==> config.mk <==
export PLATFORM = sky130hd
export DESIGN_NAME = acs_top
export DESIGN_NICKNAME = d
export VERILOG_FILES = /design/src/hdl/acs_pkg.sv /design/src/hdl/acs_top.sv
export VERILOG_INCLUDE_DIRS = /design/src /design/src/hdl
export SDC_FILE = /design/constraint.sdc
export NUM_CORES = 1
export LEC_CHECK = 0
export BUFFER_PORTS_ARGS = -buffer_cell sky130_fd_sc_hd__buf_2
export CAP_MARGIN = 15
export CELL_PAD_IN_SITES_DETAIL_PLACEMENT = 1
export CELL_PAD_IN_SITES_GLOBAL_PLACEMENT = 2
export CORE_ASPECT_RATIO = 0.6
export CORE_MARGIN = 2
export CORE_UTILIZATION = 37
export CTS_BUF_LIST = sky130_fd_sc_hd__clkbuf_4 sky130_fd_sc_hd__clkbuf_8
export CTS_CLUSTER_DIAMETER = 30
export DETAILED_ROUTE_END_ITERATION = 16
export GPL_ROUTABILITY_DRIVEN = 1
export PLACE_DENSITY_LB_ADDON = 0.05
export SETUP_SLACK_MARGIN = 0.1
export SYNTH_ARGS = -nofsm -noshare
export SYNTH_HDL_FRONTEND = slang
export SYNTH_SLANG_ARGS = --single-unit
==> constraint.sdc <==
create_clock -name clk -period 3.8 [get_ports clk]
set_input_delay 0 -clock clk [delete_from_list [all_inputs] [get_ports clk]]
set_output_delay 0 -clock clk [all_outputs]
set_load 0.05 [all_outputs]
==> src/hdl/acs_defs.svh <==
// Constants of the converter sequencer: offsets, bit positions, counts
// Assumes byte-wide register port and one system clock
`ifndef ACS_DEFS_SVH
`define ACS_DEFS_SVH
`define ACS_OFS_RES_LO 8'h78
`define ACS_OFS_RES_HI 8'h79
`define ACS_OFS_TRIG 8'h7B
`define ACS_OFS_CTRL 8'h7A
`define ACS_OFS_MUX 8'h7C
`define ACS_RST_BYTE 8'h00
`define ACS_B_ON 7
`define ACS_B_GO 6
`define ACS_B_AUTO 5
`define ACS_B_DONE 4
`define ACS_B_IRQEN 3
`define ACS_B_JUST 5
`define ACS_B_FREE 0
`define ACS_F_DIV 2:0
`define ACS_F_REF 7:6
`define ACS_F_CHAN 4:0
`define ACS_CYC_FIRST 5'h19
`define ACS_CYC_NORMAL 5'h0D
`define ACS_CH_BANDGAP 5'h1E
`define ACS_CH_GROUND 5'h1F
`define ACS_CH_DIFF_LO 5'h10
`define ACS_CH_DIFF_HI 5'h1D
`define ACS_POS_MAX 10'h1FF
`define ACS_NEG_MIN 10'h200
`define ACS_SE_MAX 10'h3FF
`endif

==> src/hdl/acs_pkg.sv <==
// Types of the converter sequencer
// Shared by the register and sequencing logic
package acs_pkg;
    typedef enum logic [1:0] {
        ACS_IDLE = 2'b00,
        ACS_WAIT_TICK = 2'b01,
        ACS_CONVERT = 2'b10,
        ACS_WAIT_CORE = 2'b11
    } acs_state_t;
endpackage

==> src/hdl/acs_top.sv <==
// Converter sequencer with control, input select and result registers
// Assumes a converter core on clk answering start with done and a code
// Function
// - single-ended results are unsigned 10-bit, 0x000 ground to 0x3FF just below reference.
// - differential results are two's complement, 512 steps per reference, clamped to 511 and -512.
// - a finished result is in the result registers when the done flag rises, unless results are held; then it is lost and the flag still rises.
// - reference field bits 7:6 select external pin, supply or internal 1.1 V, 10 reserved.
// - reference and channel changes during a conversion apply only after it completes.
// - bit 5 selects left or right justification and acts on reads at once.
// - the channel field maps to single-ended, input minus 1, input minus 2, bandgap, ground.
// - the enable bit powers the converter; clearing it aborts a running conversion.
// - writing the go bit starts a single conversion or the first of a free run.
// - the first conversion after enabling takes 25 converter cycles, later ones 13.
// - the go bit reads one while converting, clears on completion except in free run, ignores written zero.
// - the done flag sets on completion and clears on interrupt service or written one.
// - the prescaler field divides the clock by 2,2,4,8,16,32,64,128.
// - with auto trigger on and free run off, a rising trigger edge while idle starts a conversion.
// - after the low result byte is read, results are held until the high byte is read.
//
// The strobed register port was left to the implementer.
`timescale 1ns/1ps
`include "acs_defs.svh"

module acs_top
    import acs_pkg::*;
(
    input wire logic clk,
    input wire logic reset_n,
    input wire logic [7:0] reg_addr,
    input wire logic [7:0] reg_wdata,
    input wire logic reg_wr,
    input wire logic reg_rd,
    output logic [7:0] reg_rdata,
    input wire logic irq_ack,
    input wire logic trigger_pin,
    input wire logic core_done,
    input wire logic [10:0] core_code,
    output logic core_power,
    output logic core_start,
    output logic core_init,
    output logic [1:0] core_ref_sel,
    output logic [4:0] core_channel,
    output logic irq
);

    ////////////////////////////////////////////////////////////////////////
    // Decode helpers

    function automatic logic is_diff(input logic [4:0] ch);
        is_diff = (ch >= `ACS_CH_DIFF_LO) && (ch <= `ACS_CH_DIFF_HI);
    endfunction

    function automatic logic [6:0] div_top(input logic [2:0] sel);
        logic [7:0] d;
        d = (sel == 3'h0) ? 8'h02 : (8'h01 << sel);
        div_top = 7'(d - 8'h01);
    endfunction

    function automatic logic [9:0] clamp_code(input logic diff, input logic [10:0] c);
        if (diff) begin
            if (!c[10] && c[9]) begin
                clamp_code = `ACS_POS_MAX;
            end else if (c[10] && !c[9]) begin
                clamp_code = `ACS_NEG_MIN;
            end else begin
                clamp_code = c[9:0];
            end
        end else begin
            clamp_code = c[10] ? `ACS_SE_MAX : c[9:0];
        end
    endfunction

    ////////////////////////////////////////////////////////////////////////
    // Registers

    acs_state_t state_q;
    logic on_q, go_q, auto_q, done_q, irqen_q, free_q, just_q, first_q, lock_q;
    logic [2:0] div_sel_q;
    logic [1:0] ref_q;
    logic [4:0] chan_q;
    logic [9:0] result_q;
    logic [6:0] pre_q;
    logic [4:0] cyc_q;
    logic tick;
    logic wr_ctrl, wr_mux, wr_trig, conv_end, trig_rise, start_req;
    logic [2:0] trig_sync_q;
    logic trig_lvl_q, trig_prev_q;

    assign wr_ctrl = reg_wr && (reg_addr == `ACS_OFS_CTRL);
    assign wr_mux = reg_wr && (reg_addr == `ACS_OFS_MUX);
    assign wr_trig = reg_wr && (reg_addr == `ACS_OFS_TRIG);
    assign tick = on_q && (pre_q == div_top(div_sel_q));
    assign conv_end = (state_q == ACS_WAIT_CORE) && core_done;

    always_ff @(posedge clk or negedge reset_n) begin
        if (!reset_n) begin
            on_q <= 1'b0;
            auto_q <= 1'b0;
            irqen_q <= 1'b0;
            div_sel_q <= 3'h0;
            free_q <= 1'b0;
        end else if (wr_ctrl) begin
            on_q <= reg_wdata[`ACS_B_ON];
            auto_q <= reg_wdata[`ACS_B_AUTO];
            irqen_q <= reg_wdata[`ACS_B_IRQEN];
            div_sel_q <= reg_wdata[`ACS_F_DIV];
        end else if (wr_trig) begin
            free_q <= reg_wdata[`ACS_B_FREE];
        end
    end

    always_ff @(posedge clk or negedge reset_n) begin
        if (!reset_n) begin
            ref_q <= 2'h0;
            just_q <= 1'b0;
            chan_q <= 5'h00;
        end else if (wr_mux) begin
            ref_q <= reg_wdata[`ACS_F_REF];
            just_q <= reg_wdata[`ACS_B_JUST];
            chan_q <= reg_wdata[`ACS_F_CHAN];
        end
    end

    ////////////////////////////////////////////////////////////////////////
    // Converter clock prescaler

    always_ff @(posedge clk or negedge reset_n) begin
        if (!reset_n) begin
            pre_q <= 7'h00;
        end else if (!on_q || tick) begin
            pre_q <= 7'h00;
        end else begin
            pre_q <= pre_q + 7'h01;
        end
    end

    ////////////////////////////////////////////////////////////////////////
    // Trigger pin filter and edge

    always_ff @(posedge clk or negedge reset_n) begin
        if (!reset_n) begin
            trig_sync_q <= 3'h0;
            trig_lvl_q <= 1'b0;
            trig_prev_q <= 1'b0;
        end else begin
            trig_sync_q <= {trig_sync_q[1:0], trigger_pin};
            if (trig_sync_q[1] == trig_sync_q[2]) begin
                trig_lvl_q <= trig_sync_q[2];
            end
            trig_prev_q <= trig_lvl_q;
        end
    end

    assign trig_rise = trig_lvl_q && !trig_prev_q;

    ////////////////////////////////////////////////////////////////////////
    // Start requests and the go bit

    always_ff @(posedge clk or negedge reset_n) begin
        if (!reset_n) begin
            go_q <= 1'b0;
        end else if (wr_ctrl && !reg_wdata[`ACS_B_ON]) begin
            go_q <= 1'b0;
        end else if (wr_ctrl && reg_wdata[`ACS_B_GO]) begin
            go_q <= 1'b1;
        end else if (on_q && auto_q && !free_q && trig_rise && state_q == ACS_IDLE) begin
            go_q <= 1'b1;
        end else if (conv_end && auto_q && free_q) begin
            go_q <= 1'b1;
        end else if (conv_end) begin
            go_q <= 1'b0;
        end
    end

    assign start_req = go_q && on_q && (state_q == ACS_IDLE);

    always_ff @(posedge clk or negedge reset_n) begin
        if (!reset_n) begin
            first_q <= 1'b0;
        end else if (wr_ctrl && reg_wdata[`ACS_B_ON] && !on_q) begin
            first_q <= 1'b1;
        end else if (state_q == ACS_WAIT_TICK && tick) begin
            first_q <= 1'b0;
        end
    end

    ////////////////////////////////////////////////////////////////////////
    // Conversion sequence

    always_ff @(posedge clk or negedge reset_n) begin
        if (!reset_n) begin
            state_q <= ACS_IDLE;
            cyc_q <= 5'h00;
        end else if (!on_q || (wr_ctrl && !reg_wdata[`ACS_B_ON])) begin
            state_q <= ACS_IDLE;
            cyc_q <= 5'h00;
        end else begin
            case (state_q)
                ACS_IDLE: begin
                    if (start_req) begin
                        state_q <= ACS_WAIT_TICK;
                    end
                end
                ACS_WAIT_TICK: begin
                    if (tick) begin
                        state_q <= ACS_CONVERT;
                        cyc_q <= first_q ? `ACS_CYC_FIRST : `ACS_CYC_NORMAL;
                    end
                end
                ACS_CONVERT: begin
                    if (tick && cyc_q == 5'h01) begin
                        state_q <= ACS_WAIT_CORE;
                    end else if (tick) begin
                        cyc_q <= cyc_q - 5'h01;
                    end
                end
                ACS_WAIT_CORE: begin
                    if (core_done) begin
                        state_q <= go_q && auto_q && free_q ? ACS_WAIT_TICK : ACS_IDLE;
                    end
                end
                default: begin
                    state_q <= ACS_IDLE;
                end
            endcase
        end
    end

    ////////////////////////////////////////////////////////////////////////
    // Core interface

    always_ff @(posedge clk or negedge reset_n) begin
        if (!reset_n) begin
            core_power <= 1'b0;
            core_start <= 1'b0;
            core_init <= 1'b0;
            core_ref_sel <= 2'h0;
            core_channel <= 5'h00;
        end else begin
            core_power <= on_q;
            core_start <= (state_q == ACS_WAIT_TICK) && tick;
            if (state_q == ACS_WAIT_TICK && tick) begin
                core_init <= first_q;
            end
            if (state_q == ACS_IDLE || conv_end) begin
                core_ref_sel <= ref_q;
                core_channel <= chan_q;
            end
        end
    end

    ////////////////////////////////////////////////////////////////////////
    // Result capture and read lock

    always_ff @(posedge clk or negedge reset_n) begin
        if (!reset_n) begin
            result_q <= 10'h000;
        end else if (conv_end && !lock_q) begin
            if (core_channel == `ACS_CH_GROUND) begin
                result_q <= 10'h000;
            end else begin
                result_q <= clamp_code(is_diff(core_channel), core_code);
            end
        end
    end

    always_ff @(posedge clk or negedge reset_n) begin
        if (!reset_n) begin
            lock_q <= 1'b0;
        end else if (reg_rd && reg_addr == `ACS_OFS_RES_LO) begin
            lock_q <= 1'b1;
        end else if (reg_rd && reg_addr == `ACS_OFS_RES_HI) begin
            lock_q <= 1'b0;
        end
    end

    ////////////////////////////////////////////////////////////////////////
    // Done flag and interrupt

    always_ff @(posedge clk or negedge reset_n) begin
        if (!reset_n) begin
            done_q <= 1'b0;
        end else if (conv_end) begin
            done_q <= 1'b1;
        end else if (irq_ack || (wr_ctrl && reg_wdata[`ACS_B_DONE])) begin
            done_q <= 1'b0;
        end
    end

    always_ff @(posedge clk or negedge reset_n) begin
        if (!reset_n) begin
            irq <= 1'b0;
        end else begin
            irq <= done_q && irqen_q;
        end
    end

    ////////////////////////////////////////////////////////////////////////
    // Read data

    always_ff @(posedge clk or negedge reset_n) begin
        if (!reset_n) begin
            reg_rdata <= `ACS_RST_BYTE;
        end else if (reg_rd) begin
            case (reg_addr)
                `ACS_OFS_CTRL: begin
                    reg_rdata <= {on_q, go_q, auto_q, done_q, irqen_q, div_sel_q};
                end
                `ACS_OFS_MUX: begin
                    reg_rdata <= {ref_q, just_q, chan_q};
                end
                `ACS_OFS_TRIG: begin
                    reg_rdata <= {7'h00, free_q};
                end
                `ACS_OFS_RES_LO: begin
                    reg_rdata <= just_q ? {result_q[1:0], 6'h00} : result_q[7:0];
                end
                `ACS_OFS_RES_HI: begin
                    reg_rdata <= just_q ? result_q[9:2] : {6'h00, result_q[9:8]};
                end
                default: begin
                    reg_rdata <= `ACS_RST_BYTE;
                end
            endcase
        end else begin
            reg_rdata <= `ACS_RST_BYTE;
        end
    end

endmodule // acs_top

## Yosys cells after proc, flatten, opt, wreduce, memory -nomap -nowiden

Index checks and enable logic that the tools add are counted.

| storage, ports and cells | value |
|---|---|
| bits in registers | 67 |
| input port bits | 34 |
| output and inout port bits | 19 |
| logic and storage cells | 137 |

| operators by class | value |
|---|---|
| add/sub/neg operators | 3 |
| $lt $le $gt $ge | 2 |
| equal/unequal tests | 18 |
| shift operators | 1 |
| muxes and demuxes | 35 |
| bitwise gates (word level) | 1 |
| reductions and logical operators | 51 |

Operators with widths:

| operator | count |
|---|---|
| two-way mux 10 bit | 5 |
| equality test 8 x 7 -> 1 bit (second input constant) | 5 |
| case mux 8 bit (5 select lines) | 1 |
| logical AND 1 bit | 30 |
| two-way mux 5 bit | 5 |
| two-way mux 8 bit | 3 |
| inequality test 3 bit (second input constant) | 5 |
| two-way mux 7 bit | 2 |
| two-way mux 1 bit | 12 |
| two-way mux 2 bit | 5 |
| case mux 5 bit (2 select lines) | 1 |
| case mux 2 bit (4 select lines) | 1 |
| AND reduction 4 bit | 2 |
| adder 7 x 1 -> 7 bit (second input constant) | 1 |
| equality test 7 bit | 1 |
| zero test 1 bit | 7 |
| << shifter 1 x 3 -> 7 bit (first input constant) | 1 |
| subtractor 7 x 1 -> 7 bit (second input constant) | 1 |
| nonzero test 2 bit | 3 |
| equality test 5 x 1 -> 1 bit (second input constant) | 1 |
| equality test 5 bit (second input constant) | 1 |
| greater-or-equal comparator 5 bit (second input constant) | 1 |
| <= comparator 5 bit (second input constant) | 1 |
| nonzero test 5 bit | 1 |
| 11 further kinds | 15 |

## Longest topological paths before layout

Gate-level depths: netlist of the first run.

| depth | value |
|---|---|
| depth in word-level cells | 9 |
| mapped depth | 9 |
| gate-level depth less buffers | 9 |

## Worst setup path before layout of the first run

Ideal clock, no wire load.

| timing | value |
|---|---|
| path type | flip-flop to flip-flop |
| from | register div_sel_q[1] |
| to | register core_init |
| library setup time | 0.127 ns |
| data arrival time | 2.640 ns |
| data required time | 3.673 ns |
| path slack | 1.033 ns |
| cell stages (with the launch flop) | 10 |
| buffers on the path | 1 |
| period minus slack after synthesis | 2.767 ns |
| cell sequence | dfrtp_1 -> buf_4 -> or2_1 -> ha_1 -> xnor2_1 -> or4_4 -> a2111oi_4 -> a21boi_4 -> and3_4 -> mux2_1 |

| between the ends | value |
|---|---|
| longest elaborated chain between the ends | 6 |
| elaborated cells between the ends (all ways) | 7 |
| classes of those cells | add/sub: 1; eq/ne: 1; shift: 1; mux: 1; reduce/logical: 3 |

RTL lines:

| what | RTL line | text |
|---|---|---|
| from (decl) | acs_top.sv:78 | `logic [2:0] div_sel_q;` |
| from (signal assigned) | acs_top.sv:106 | `` div_sel_q <= reg_wdata[`ACS_F_DIV]; `` |
| zero test 3 bit or << shifter 1 x 3 -> 7 bit (tied branches) | acs_top.sv:55 | `d = (sel == 3'h0) ? 8'h02 : (8'h01 << sel);` |
| two-way mux 7 bit (*) | acs_top.sv:55 |  |
| subtractor 7 x 1 -> 7 bit (*) | acs_top.sv:56 | `div_top = 7'(d - 8'h01);` |
| equality test 7 bit (*) | acs_top.sv:92 | `assign tick = on_q && (pre_q == div_top(div_sel_q));` |
| logical AND 1 bit (*) | acs_top.sv:92 |  |
| logical AND 1 bit (*) | acs_top.sv:242 | `if (state_q == ACS_WAIT_TICK && tick) begin` |
| to (signal assigned) | acs_top.sv:243 | `core_init <= first_q;` |
| to (decl) | acs_top.sv:40 | `output logic core_init,` |

Mark *: on every way between the ends. The rest lies on a longest branch, timed or not.
A chain may end at the register's enable or synchronous reset.

## Worst setup path after layout of the first run

Ends and elaborated chain as after synthesis.

==> flow_summary_export.csv, run 1 <==
group,metric,value,unit
placement,gp_congestion,0.780,
die,die_height,77.9,µm
drt,dr.pass1.iters,4,
global_route,grt_max_degree,43,
final_layout,fillers,991,
clock_network,cts_max_path_buffers,2,
hold_path,holdCritPathClass,"primary input to flip-flop",
logic_synthesis,postSynthAreaPerCell,10.0,µm²
die,dieArea,0.00989,mm²
placement,place_area,0.00374,mm²
final_layout,final_area,0.00418,mm²
logic_synthesis,ys_types,52,
critical_path,rrSetupSlack,0.82,ns
placement,dp_hpwl,6990,µm
logic_synthesis,synth_warnings,0,
die,start_util,0.389,
logic_synthesis,synthFlopType,"dfrtp_1",
sta,finalCritPeriodShare,0.784,
pwr,power_frac_comb,0.104,
sta,post-route-min-period,2.98,ns
logic_synthesis,ys_top_cells_by_count,"dfrtp_1, nand2_1, o21ai_0",
logic_synthesis,synth-seq-cells,67,
global_route,antenna_found_initial,0,
global_route,grt_overflow_total,0,
sta,hold_violations,0,
critical_path,r2r-start,"div_sel_q[1]",
sta,setup-tns-final,0,ns
logic_synthesis,async_flop_share,1.00,
pwr,seq_power_share,0.491,
final_layout,ff_latch_area,0.00168,mm²
logic_synthesis,yosysTopAreaCellShare,0.499,
critical_path,worstPathArrival,3.22,ns
drt,drc,0,
critical_path,crit_required,4.04,ns
clock_network,clock-sinks,67,
drt,totalWireLength,9650,µm
placement,io_buffers,52,
logic_synthesis,syn_area,0.00336,mm²
sta,tightest_slew,1.01,ns
pwr,intPower,1.15,mW
critical_path,worst-path-max-fanout,10,
run,cap_violations,0,
drt,viasPerCell,5.35,
drt,drtIter0Drc,134,
critical_path,r2r-end,"core_init",
clock_network,post-cts-setup-buffers,0,
global_route,grt_pass1_wl,15800,µm
critical_path,crit_end,"core_init",
pwr,p_per_area,368,mW/mm²
clock_network,htreeDepth,3,
outcome,outcome,"finished, final reports clean",
clock_network,ctsResizeCount,0,
sta,setup_violations,0,
sta,slew_violations,0,
sta,slew_headroom,0.325,
final_layout,final_nets,457,
drt,ant_nets,0,
clock_network,root_buffer,"clkbuf_8",
critical_path,critPathLaunch,"div_sel_q[1]",
clock_network,clk_latency,0.35,ns
global_route,grt_use_total,0.211,
final_layout,diodes,0,
critical_path,cp-start-kind,"flip-flop",
die,fp.coreArea,0.00865,mm²
sta,rsz0062_at_grt,"no",
logic_synthesis,synth_fp_nets,378,
pwr,ir_drop,0.000205,V
drt,post_drt_wl_per_cell,18.2,µm
critical_path,r2r_cells,8,
sta,clock_skew,0.00573,ns
die,rows,26,
logic_synthesis,synth_most_common_cell,"dfrtp_1",
pwr,p_clk_frac,0.405,
drt,vias,2843,
final_layout,drive_gt1_frac,0.227,
pwr,p_switching,0.391,mW
pwr,p_leak,1.98,nW
final_layout,multi_input_area,0.00160,mm²
clock_network,cts_tree,"yes",
die,io_pins,53,
clock_network,cts_inserted_buffers,9,
logic_synthesis,syn_inst,336,
clock_network,cts_hold_buf,24,
logic_synthesis,yosys.area.top_type,"dfrtp_1",
sta,max_freq,0.336,GHz
logic_synthesis,synth_edf_count,0,
global_route,grt_pass1_vias,2966,
final_layout,area_delta_synth_final,24.3,%
critical_path,end_kind,"flip-flop",
logic_synthesis,ys_top_cells_by_area,"dfrtp_1, mux2_2, nand2_1, o21ai_0, ha_1",
logic_synthesis,yosysSeqAreaShare,0.499,
die,fp.dieW,127,µm
pwr,switching_share,0.254,
clock_network,clkSlewWorstSetupHoldPaths,0.07,ns
critical_path,criticalPathCategory,"flip-flop to flip-flop",
==> registers in the layout, indices dropped and copies added, names as in the netlist, 3 cells and up <==
name          flops
reg_rdata         8
result_q         10
chan_q            5
pre_q             7
trig_sync_q       3
div_sel_q         3
core_channel      5
cyc_q             5
==> worst min path at each step <==
stage / startpoint / cells after the start / endpoint
2_1_floorplan: reset_n / 0 / auto_q
5_1_grt: reg_addr[0] / 2 / lock_q
4_1_cts: reg_addr[0] / 2 / lock_q
6_report: reg_addr[0] / 2 / lock_q
3_5_place_dp: trigger_pin / 1 / trig_sync_q[0]
3_3_place_gp: trigger_pin / 1 / trig_sync_q[0]
==> placed cells by master (no fill, tap or decap), types with 2 or more instances in the layout <==
cell / instances
mux2_2: 20
nand2b_1: 3
nand3_1: 12
xnor2_1: 5
nor2_1: 25
nor4bb_1: 2
clkbuf_4: 2
or3_1: 2
and4_1: 3
o21bai_1: 2
nor4_1: 2
dlygate4sd3_1: 24
o21ai_1: 3
nand3b_1: 3
and3_1: 3
clkbuf_8: 11
and2_1: 2
nand2_1: 50
mux2i_1: 6
o22ai_1: 4
dfrtp_1: 67
a22oi_1: 11
inv_1: 13
a21oi_1: 18
buf_4: 2
xor2_1: 5
buf_2: 52
nand4_1: 3
ha_1: 8
nor2b_1: 2
nor3_1: 2
o21ai_0: 28
==> power groups by stage <==
stage / clock, mW / sequential (mW) / combinational (mW)
2_1_floorplan: 0 / 0.773 / 0.0685
3_3_place_gp: 0 / 0.767 / 0.138
3_5_place_dp: 0 / 0.767 / 0.141
4_1_cts: 0.648 / 0.754 / 0.160
5_1_grt: 0.676 / 0.757 / 0.175
6_report: 0.623 / 0.754 / 0.160
==> metal layers <==
metal,share of wire,vias to the layer above,track usage
met5,0,-,0
met4,0.011,0,0.0571
met3,0.064,13,0.0552
met2,0.38,82,0.283
met1,0.54,1391,0.328
li1,-,1357,-
==> through the flow <==
stage	hold slack, ns	utilization	worst slack [ns]	cells	power [mW]
after floorplan	-0.296	-	1.03	336	0.841
after global placement	0.109	0.432	0.904	492	0.904
after detailed placement	0.110	0.432	0.841	492	0.909
after CTS	0.00845	0.483	0.821	531	1.56
after global routing	0.0411	0.483	0.682	531	1.61
final	0.0267	0.483	0.821	531	1.54
==> layout make-up <==
class,instances,share of cell area
clock buffers,13,0.0398
inverters,13,0.0117
well taps,112,0.0335
clock inverters,2,0.00838
multi-input cells,246,0.382
repair buffers,78,0.123
flip-flops and latches,67,0.401
==> worst max-delay path, stage by stage (launching register included) <==
cell and delay, ns:
dfrtp_1 0.46, or2_1 0.28, ha_1 0.26, xnor2_1 0.16, or4_4 0.43, a2111oi_4 0.39, a21boi_4 0.34, and3_4 0.23
mux2_1 0.32
==> kinds of logic after synthesis <==
kind of cell    after synthesis  synth area share
compound gates               80             0.155
xor+xnor                     10            0.0260
fa+ha+maj                     9            0.0327
flops                        67             0.499
simple gates                120             0.173
buf+inv                      23            0.0268
mux                          27            0.0882
(Power assumes the default switching activity.)
==> run 2: changes to the inputs <==
Settings changed: CORE_UTILIZATION 37 to 33.
Clock period 3.8 ns to 2.4 ns, I/O delays scaled along.
==> flow_summary_export.csv, run 2 (synthesized netlist as in run 1, its figures left out) <==
group,metric,value,unit
outcome,outcome,"finished, violations left",
outcome,violations,"negative setup slack",
global_route,grt_pass1_vias,2963,
sta,hold_violations,0,
final_layout,final_common_cell,"dfrtp_1",
run,cap_violations,0,
final_layout,diodes,0,
drt,drc,0,
sta,post-route-min-period,2.67,ns
pwr,ir_drop,0.000274,V
final_layout,multi_input_area,0.00163,mm²
die,io_pins,53,
die,fp.dieW,134,µm
clock_network,clkSlewWorstSetupHoldPaths,0.07,ns
clock_network,root_buffer,"clkbuf_8",
global_route,grt_use_total,0.199,
drt,dr.pass1.iters,4,
sta,rsz0062_at_grt,"yes",
clock_network,htreeDepth,3,
critical_path,end_kind,"flip-flop",
critical_path,crit_required,2.65,ns
clock_network,cts_tree,"yes",
pwr,p_per_area,558,mW/mm²
global_route,antenna_found_initial,0,
critical_path,worstPathArrival,2.92,ns
placement,place_area,0.00391,mm²
final_layout,layout_common_cells,"dfrtp_1, buf_2, nand2_1, o21ai_0",
clock_network,cts_max_path_buffers,2,
die,start_util,0.340,
sta,setup-tns-final,-3.11,ns
placement,dp_cells,531,
placement,gp_congestion,0.810,
sta,tightest_slew,0.611,ns
placement,io_buffers,52,
final_layout,regMostFlops,"result_q",
die,die_height,82.2,µm
sta,slew_headroom,0.590,
pwr,p_leak,2.11,nW
die,fp.coreArea,0.00988,mm²
clock_network,clock-sinks,67,
clock_network,cts_inserted_buffers,9,
final_layout,final_nets,481,
sta,hold_slack,0.0869,ns
critical_path,criticalPathCategory,"flip-flop to flip-flop",
final_layout,ff_latch_area,0.00168,mm²
sta,setup_slack,-0.272,ns
global_route,grt_pass1_wl,16300,µm
global_route,grt_max_degree,44,
final_layout,area_delta_synth_final,32.1,%
hold_path,holdCritPathClass,"primary input to flip-flop",
pwr,power.total,2.48,mW
final_layout,fin_util,0.450,
sta,slew_violations,0,
drt,drtIter0Drc,134,
final_layout,final_area,0.00444,mm²
critical_path,worst-path-max-fanout,4,
clock_network,clk_latency,0.36,ns
final_layout,fin_cells,578,
sta,clock_skew,0.00484,ns
drt,vias,2868,
drt,totalWireLength,10100,µm
final_layout,largest_reg_flops,10,
placement,place_ws,-0.284,ns
drt,viasPerCell,4.96,
final_layout,reg_top3,"result_q (10), reg_rdata (8), pre_q (7)",
die,rows,28,
placement,dp_hpwl,7440,µm
die,dieArea,0.0110,mm²
drt,post_drt_wl_per_cell,17.5,µm
sta,max_freq,0.374,GHz
final_layout,fillers,1141,
drt,ant_nets,0,
global_route,grt_overflow_total,0,
sta,finalCritPeriodShare,1.11,
final_layout,drive_gt1_frac,0.275,
critical_path,cp-start-kind,"flip-flop",
sta,setup_violations,17,
==> run 2: worst paths after layout <==
check | startpoint | to | slack [ns] | cells past startpoint
worst min register to register | trig_sync_q[0] | trig_sync_q[1] | 0.37 | 0
worst max register to register | div_sel_q[2] | core_init | -0.27 | 8
max in group asynchronous | reset_n | result_q[6] | 1.56 | 3
min in group asynchronous | reset_n | core_channel[0] | 0.19 | 2
worst max-delay path | div_sel_q[2] | core_init | -0.27 | 8
worst min-delay path | reg_addr[1] | reg_rdata[5] | 0.09 | 3
==> run 2: repair_timing <==
item,4_1_cts,5_1_grt
pin swaps,2,0
buffers inserted,5,2
endpoints found under the setup margin,17,17
hold endpoints to repair,52,0
resized for setup,6,1
hold buffers,25,0
==> run 2: power by group <==
part / internal, mW / switching, mW / total [mW]
combinational: 0.124 / 0.160 / 0.284
sequential: 1.16 / 0.0313 / 1.19
clock: 0.553 / 0.452 / 1.01
==> run 2: cell type report <==
class                           count  share of cell area
Clock inverter                      2             0.00789
Tap cell                          135              0.0380
Multi-Input combinational cell    246               0.366
Inverter                           13              0.0110
Timing Repair Buffer              102               0.162
Sequential cell                    67               0.377
Clock buffer                       13              0.0375
==> run 2: critical path, stage by stage (launching register included) <==
cell	delay [ns]
dfrtp_1	0.42
or2_1	0.26
ha_2	0.21
xnor2_1	0.13
or4_4	0.44
a2111oi_4	0.36
a21boi_4	0.24
and3_4	0.21
mux2_4	0.29
==> run 2: routing by layer <==
metal,wire (µm),global-route usage,part of all wire,vias to the layer above
li1,-,-,-,1396
met1,5780,0.314,0.57,1402
met2,3760,0.264,0.37,59
met3,487,0.0476,0.048,11
met4,112,0.0537,0.011,0
met5,0,0,0,-
==> run 3: changes to the inputs <==
Settings changed: ABC_AREA set to 1, CORE_UTILIZATION 33 to 31, GPL_ROUTABILITY_DRIVEN 1 to 0.
==> flow_summary_export.csv, run 3 <==
group,metric,value,unit
logic_synthesis,ys_top_cells_by_area,"dfrtp_1, nand2_1, inv_1, o21ai_0, nor2_1",
clock_network,root_buffer,"clkbuf_8",
drt,post_drt_wl_per_cell,15.9,µm
logic_synthesis,synth_most_common_cell,"nand2_1",
drt,vias,3109,
sta,setup-tns-final,0,ns
logic_synthesis,synth_warnings,0,
critical_path,rrSetupSlack,0.31,ns
critical_path,criticalPathCategory,"flip-flop to flip-flop",
sta,tightest_slew,0.750,ns
clock_network,cts_tree,"yes",
die,fp.coreArea,0.0106,mm²
sta,rsz0062_at_grt,"no",
critical_path,crit_required,2.65,ns
drt,dr.pass1.iters,6,
clock_network,clk_latency,0.35,ns
critical_path,end_kind,"flip-flop",
global_route,grt_overflow_total,0,
logic_synthesis,ys_types,35,
sta,hold_violations,0,
die,start_util,0.320,
final_layout,area_delta_synth_final,29.0,%
clock_network,cts_inserted_buffers,9,
hold_path,holdCritPathClass,"primary input to flip-flop",
die,dieArea,0.0119,mm²
logic_synthesis,synthFlopType,"dfrtp_1",
sta,hold_slack,0.0837,ns
pwr,p_per_area,975,mW/mm²
sta,finalCritPeriodShare,0.873,
final_layout,reg_top3,"result_q (10), reg_rdata (8), pre_q (7)",
logic_synthesis,syn_area,0.00340,mm²
placement,place_area,0.00387,mm²
final_layout,final_nets,548,
sta,slew_violations,0,
drt,ant_nets,0,
final_layout,largest_reg_flops,10,
logic_synthesis,ys_top_cells_by_count,"nand2_1, dfrtp_1, inv_1",
final_layout,final_area,0.00439,mm²
sta,slew_headroom,0.500,
sta,post-route-min-period,2.09,ns
critical_path,worstPathArrival,2.34,ns
final_layout,regMostFlops,"result_q",
logic_synthesis,yosysSeqAreaShare,0.492,
final_layout,diodes,0,
logic_synthesis,synth-seq-cells,67,
logic_synthesis,synth_edf_count,0,
placement,io_buffers,52,
pwr,p_leak,2.17,nW
run,cap_violations,0,
global_route,antenna_found_initial,0,
critical_path,worst-path-max-fanout,8,
logic_synthesis,postSynthAreaPerCell,8.20,µm²
global_route,grt_pass1_vias,3213,
final_layout,final_common_cell,"nand2_1",
logic_synthesis,async_flop_share,1.00,
final_layout,drive_gt1_frac,0.205,
sta,max_freq,0.477,GHz
placement,dp_hpwl,8040,µm
pwr,ir_drop,0.000434,V
logic_synthesis,yosysTopAreaCellShare,0.492,
final_layout,layout_common_cells,"nand2_1, dfrtp_1, inv_1, buf_2, o21ai_0",
critical_path,cp-start-kind,"flip-flop",
clock_network,clock-sinks,67,
placement,place_ws,0.196,ns
drt,drtIter0Drc,128,
drt,totalWireLength,10300,µm
logic_synthesis,syn_inst,415,
clock_network,clkSlewWorstSetupHoldPaths,0.07,ns
clock_network,htreeDepth,3,
die,die_height,85.2,µm
clock_network,cts_max_path_buffers,2,
logic_synthesis,synth_fp_nets,457,
die,rows,29,
sta,clock_skew,0.00884,ns
pwr,power.total,4.28,mW
global_route,grt_use_total,0.185,
outcome,outcome,"finished, final reports clean",
die,io_pins,53,
global_route,grt_pass1_wl,17100,µm
die,fp.dieW,139,µm
sta,setup_slack,0.305,ns
drt,viasPerCell,4.78,
sta,setup_violations,0,
global_route,grt_max_degree,38,
drt,drc,0,
logic_synthesis,yosys.area.top_type,"dfrtp_1",
-- run 3: cell types whose count changed after synthesis, sizes merged, moves of 9 or more --
cell / before / now
nand2: 50 / 107
inv: 13 / 61
mux2: 21 / 0
nor2: 25 / 42
a22oi: 11 / 0
o21ai: 31 / 40
-- run 3: cell type report --
cell class / count / area [µm²]
fill: 1309 / 6240
sequential: 67 / 1680
multi-input combinational: 282 / 1510
timing repair buffer: 85 / 583
inverter: 61 / 231
tap: 139 / 174
clock buffer: 11 / 139
clock inverter: 5 / 77.6
-- run 3: what timing repair did --
item                       CTS  global route
hold buffers                25             0
buffers inserted             0             1
resized for setup            0            12
hold endpoints to repair    61             0
setup endpoints to repair    0             9
-- run 3: cells by family after synthesis --
kind of cell / after synthesis / synth area share
buffers and inverters: 66 / 0.0757
flip-flops: 67 / 0.492
adder cells (fa/ha/maj): 9 / 0.0323
XOR/XNOR: 3 / 0.00772
AND/OR/NAND/NOR: 184 / 0.246
AO/OA/AOI/OAI: 86 / 0.146
-- run 3: path summary, 6_finish.rpt --
check	endpoint	from	depth (start not counted)
worst max register to register	cyc_q[0]	div_sel_q[2]	15
worst min register to register	trig_sync_q[1]	trig_sync_q[0]	0
min in group asynchronous	pre_q[1]	reset_n	2
worst min-delay path	result_q[7]	core_code[9]	5
max in group asynchronous	div_sel_q[2]	reset_n	3
worst max-delay path	cyc_q[0]	div_sel_q[2]	15
-- run 3: metrics by stage --
stage,utilization,std cells
3_3_place_gp,0.364,608
4_1_cts,0.408,649
2_1_floorplan,-,415
3_5_place_dp,0.364,608
6_report,0.413,650
5_1_grt,0.413,650
-- run 3: worst max-delay path: stages (launching register included) --
cell     delay, ns
dfrtp_2       0.49
nor2_4        0.14
inv_1         0.07
ha_4          0.24
nand2_1       0.06
nand2_1       0.05
nor2_2        0.08
nand2_1       0.07
nor2_2        0.11
nand2_2       0.08
nor2_4        0.16
nand3_2       0.10
nand2_4       0.12
nand2_4       0.08
nand3_1       0.10
nand2_1       0.06
-- run 3: metal layers --
metal / wire [µm] / global-route usage / part of all wire / up-vias
met5: 0 / 0 / 0 / -
met4: 77 / 0.0413 / 0.0075 / 0
met3: 393 / 0.0451 / 0.038 / 8
met2: 4380 / 0.271 / 0.43 / 55
met1: 5450 / 0.277 / 0.53 / 1501
li1: - / - / - / 1545
-- run 3: power by group --
| group | switching [mW] | internal (mW) |
|---|---|---|
| Clock | 0.448 | 0.605 |
| Combinational | 1.04 | 0.538 |
| Sequential | 0.256 | 1.39 |
| Total | 1.74 | 2.54 |
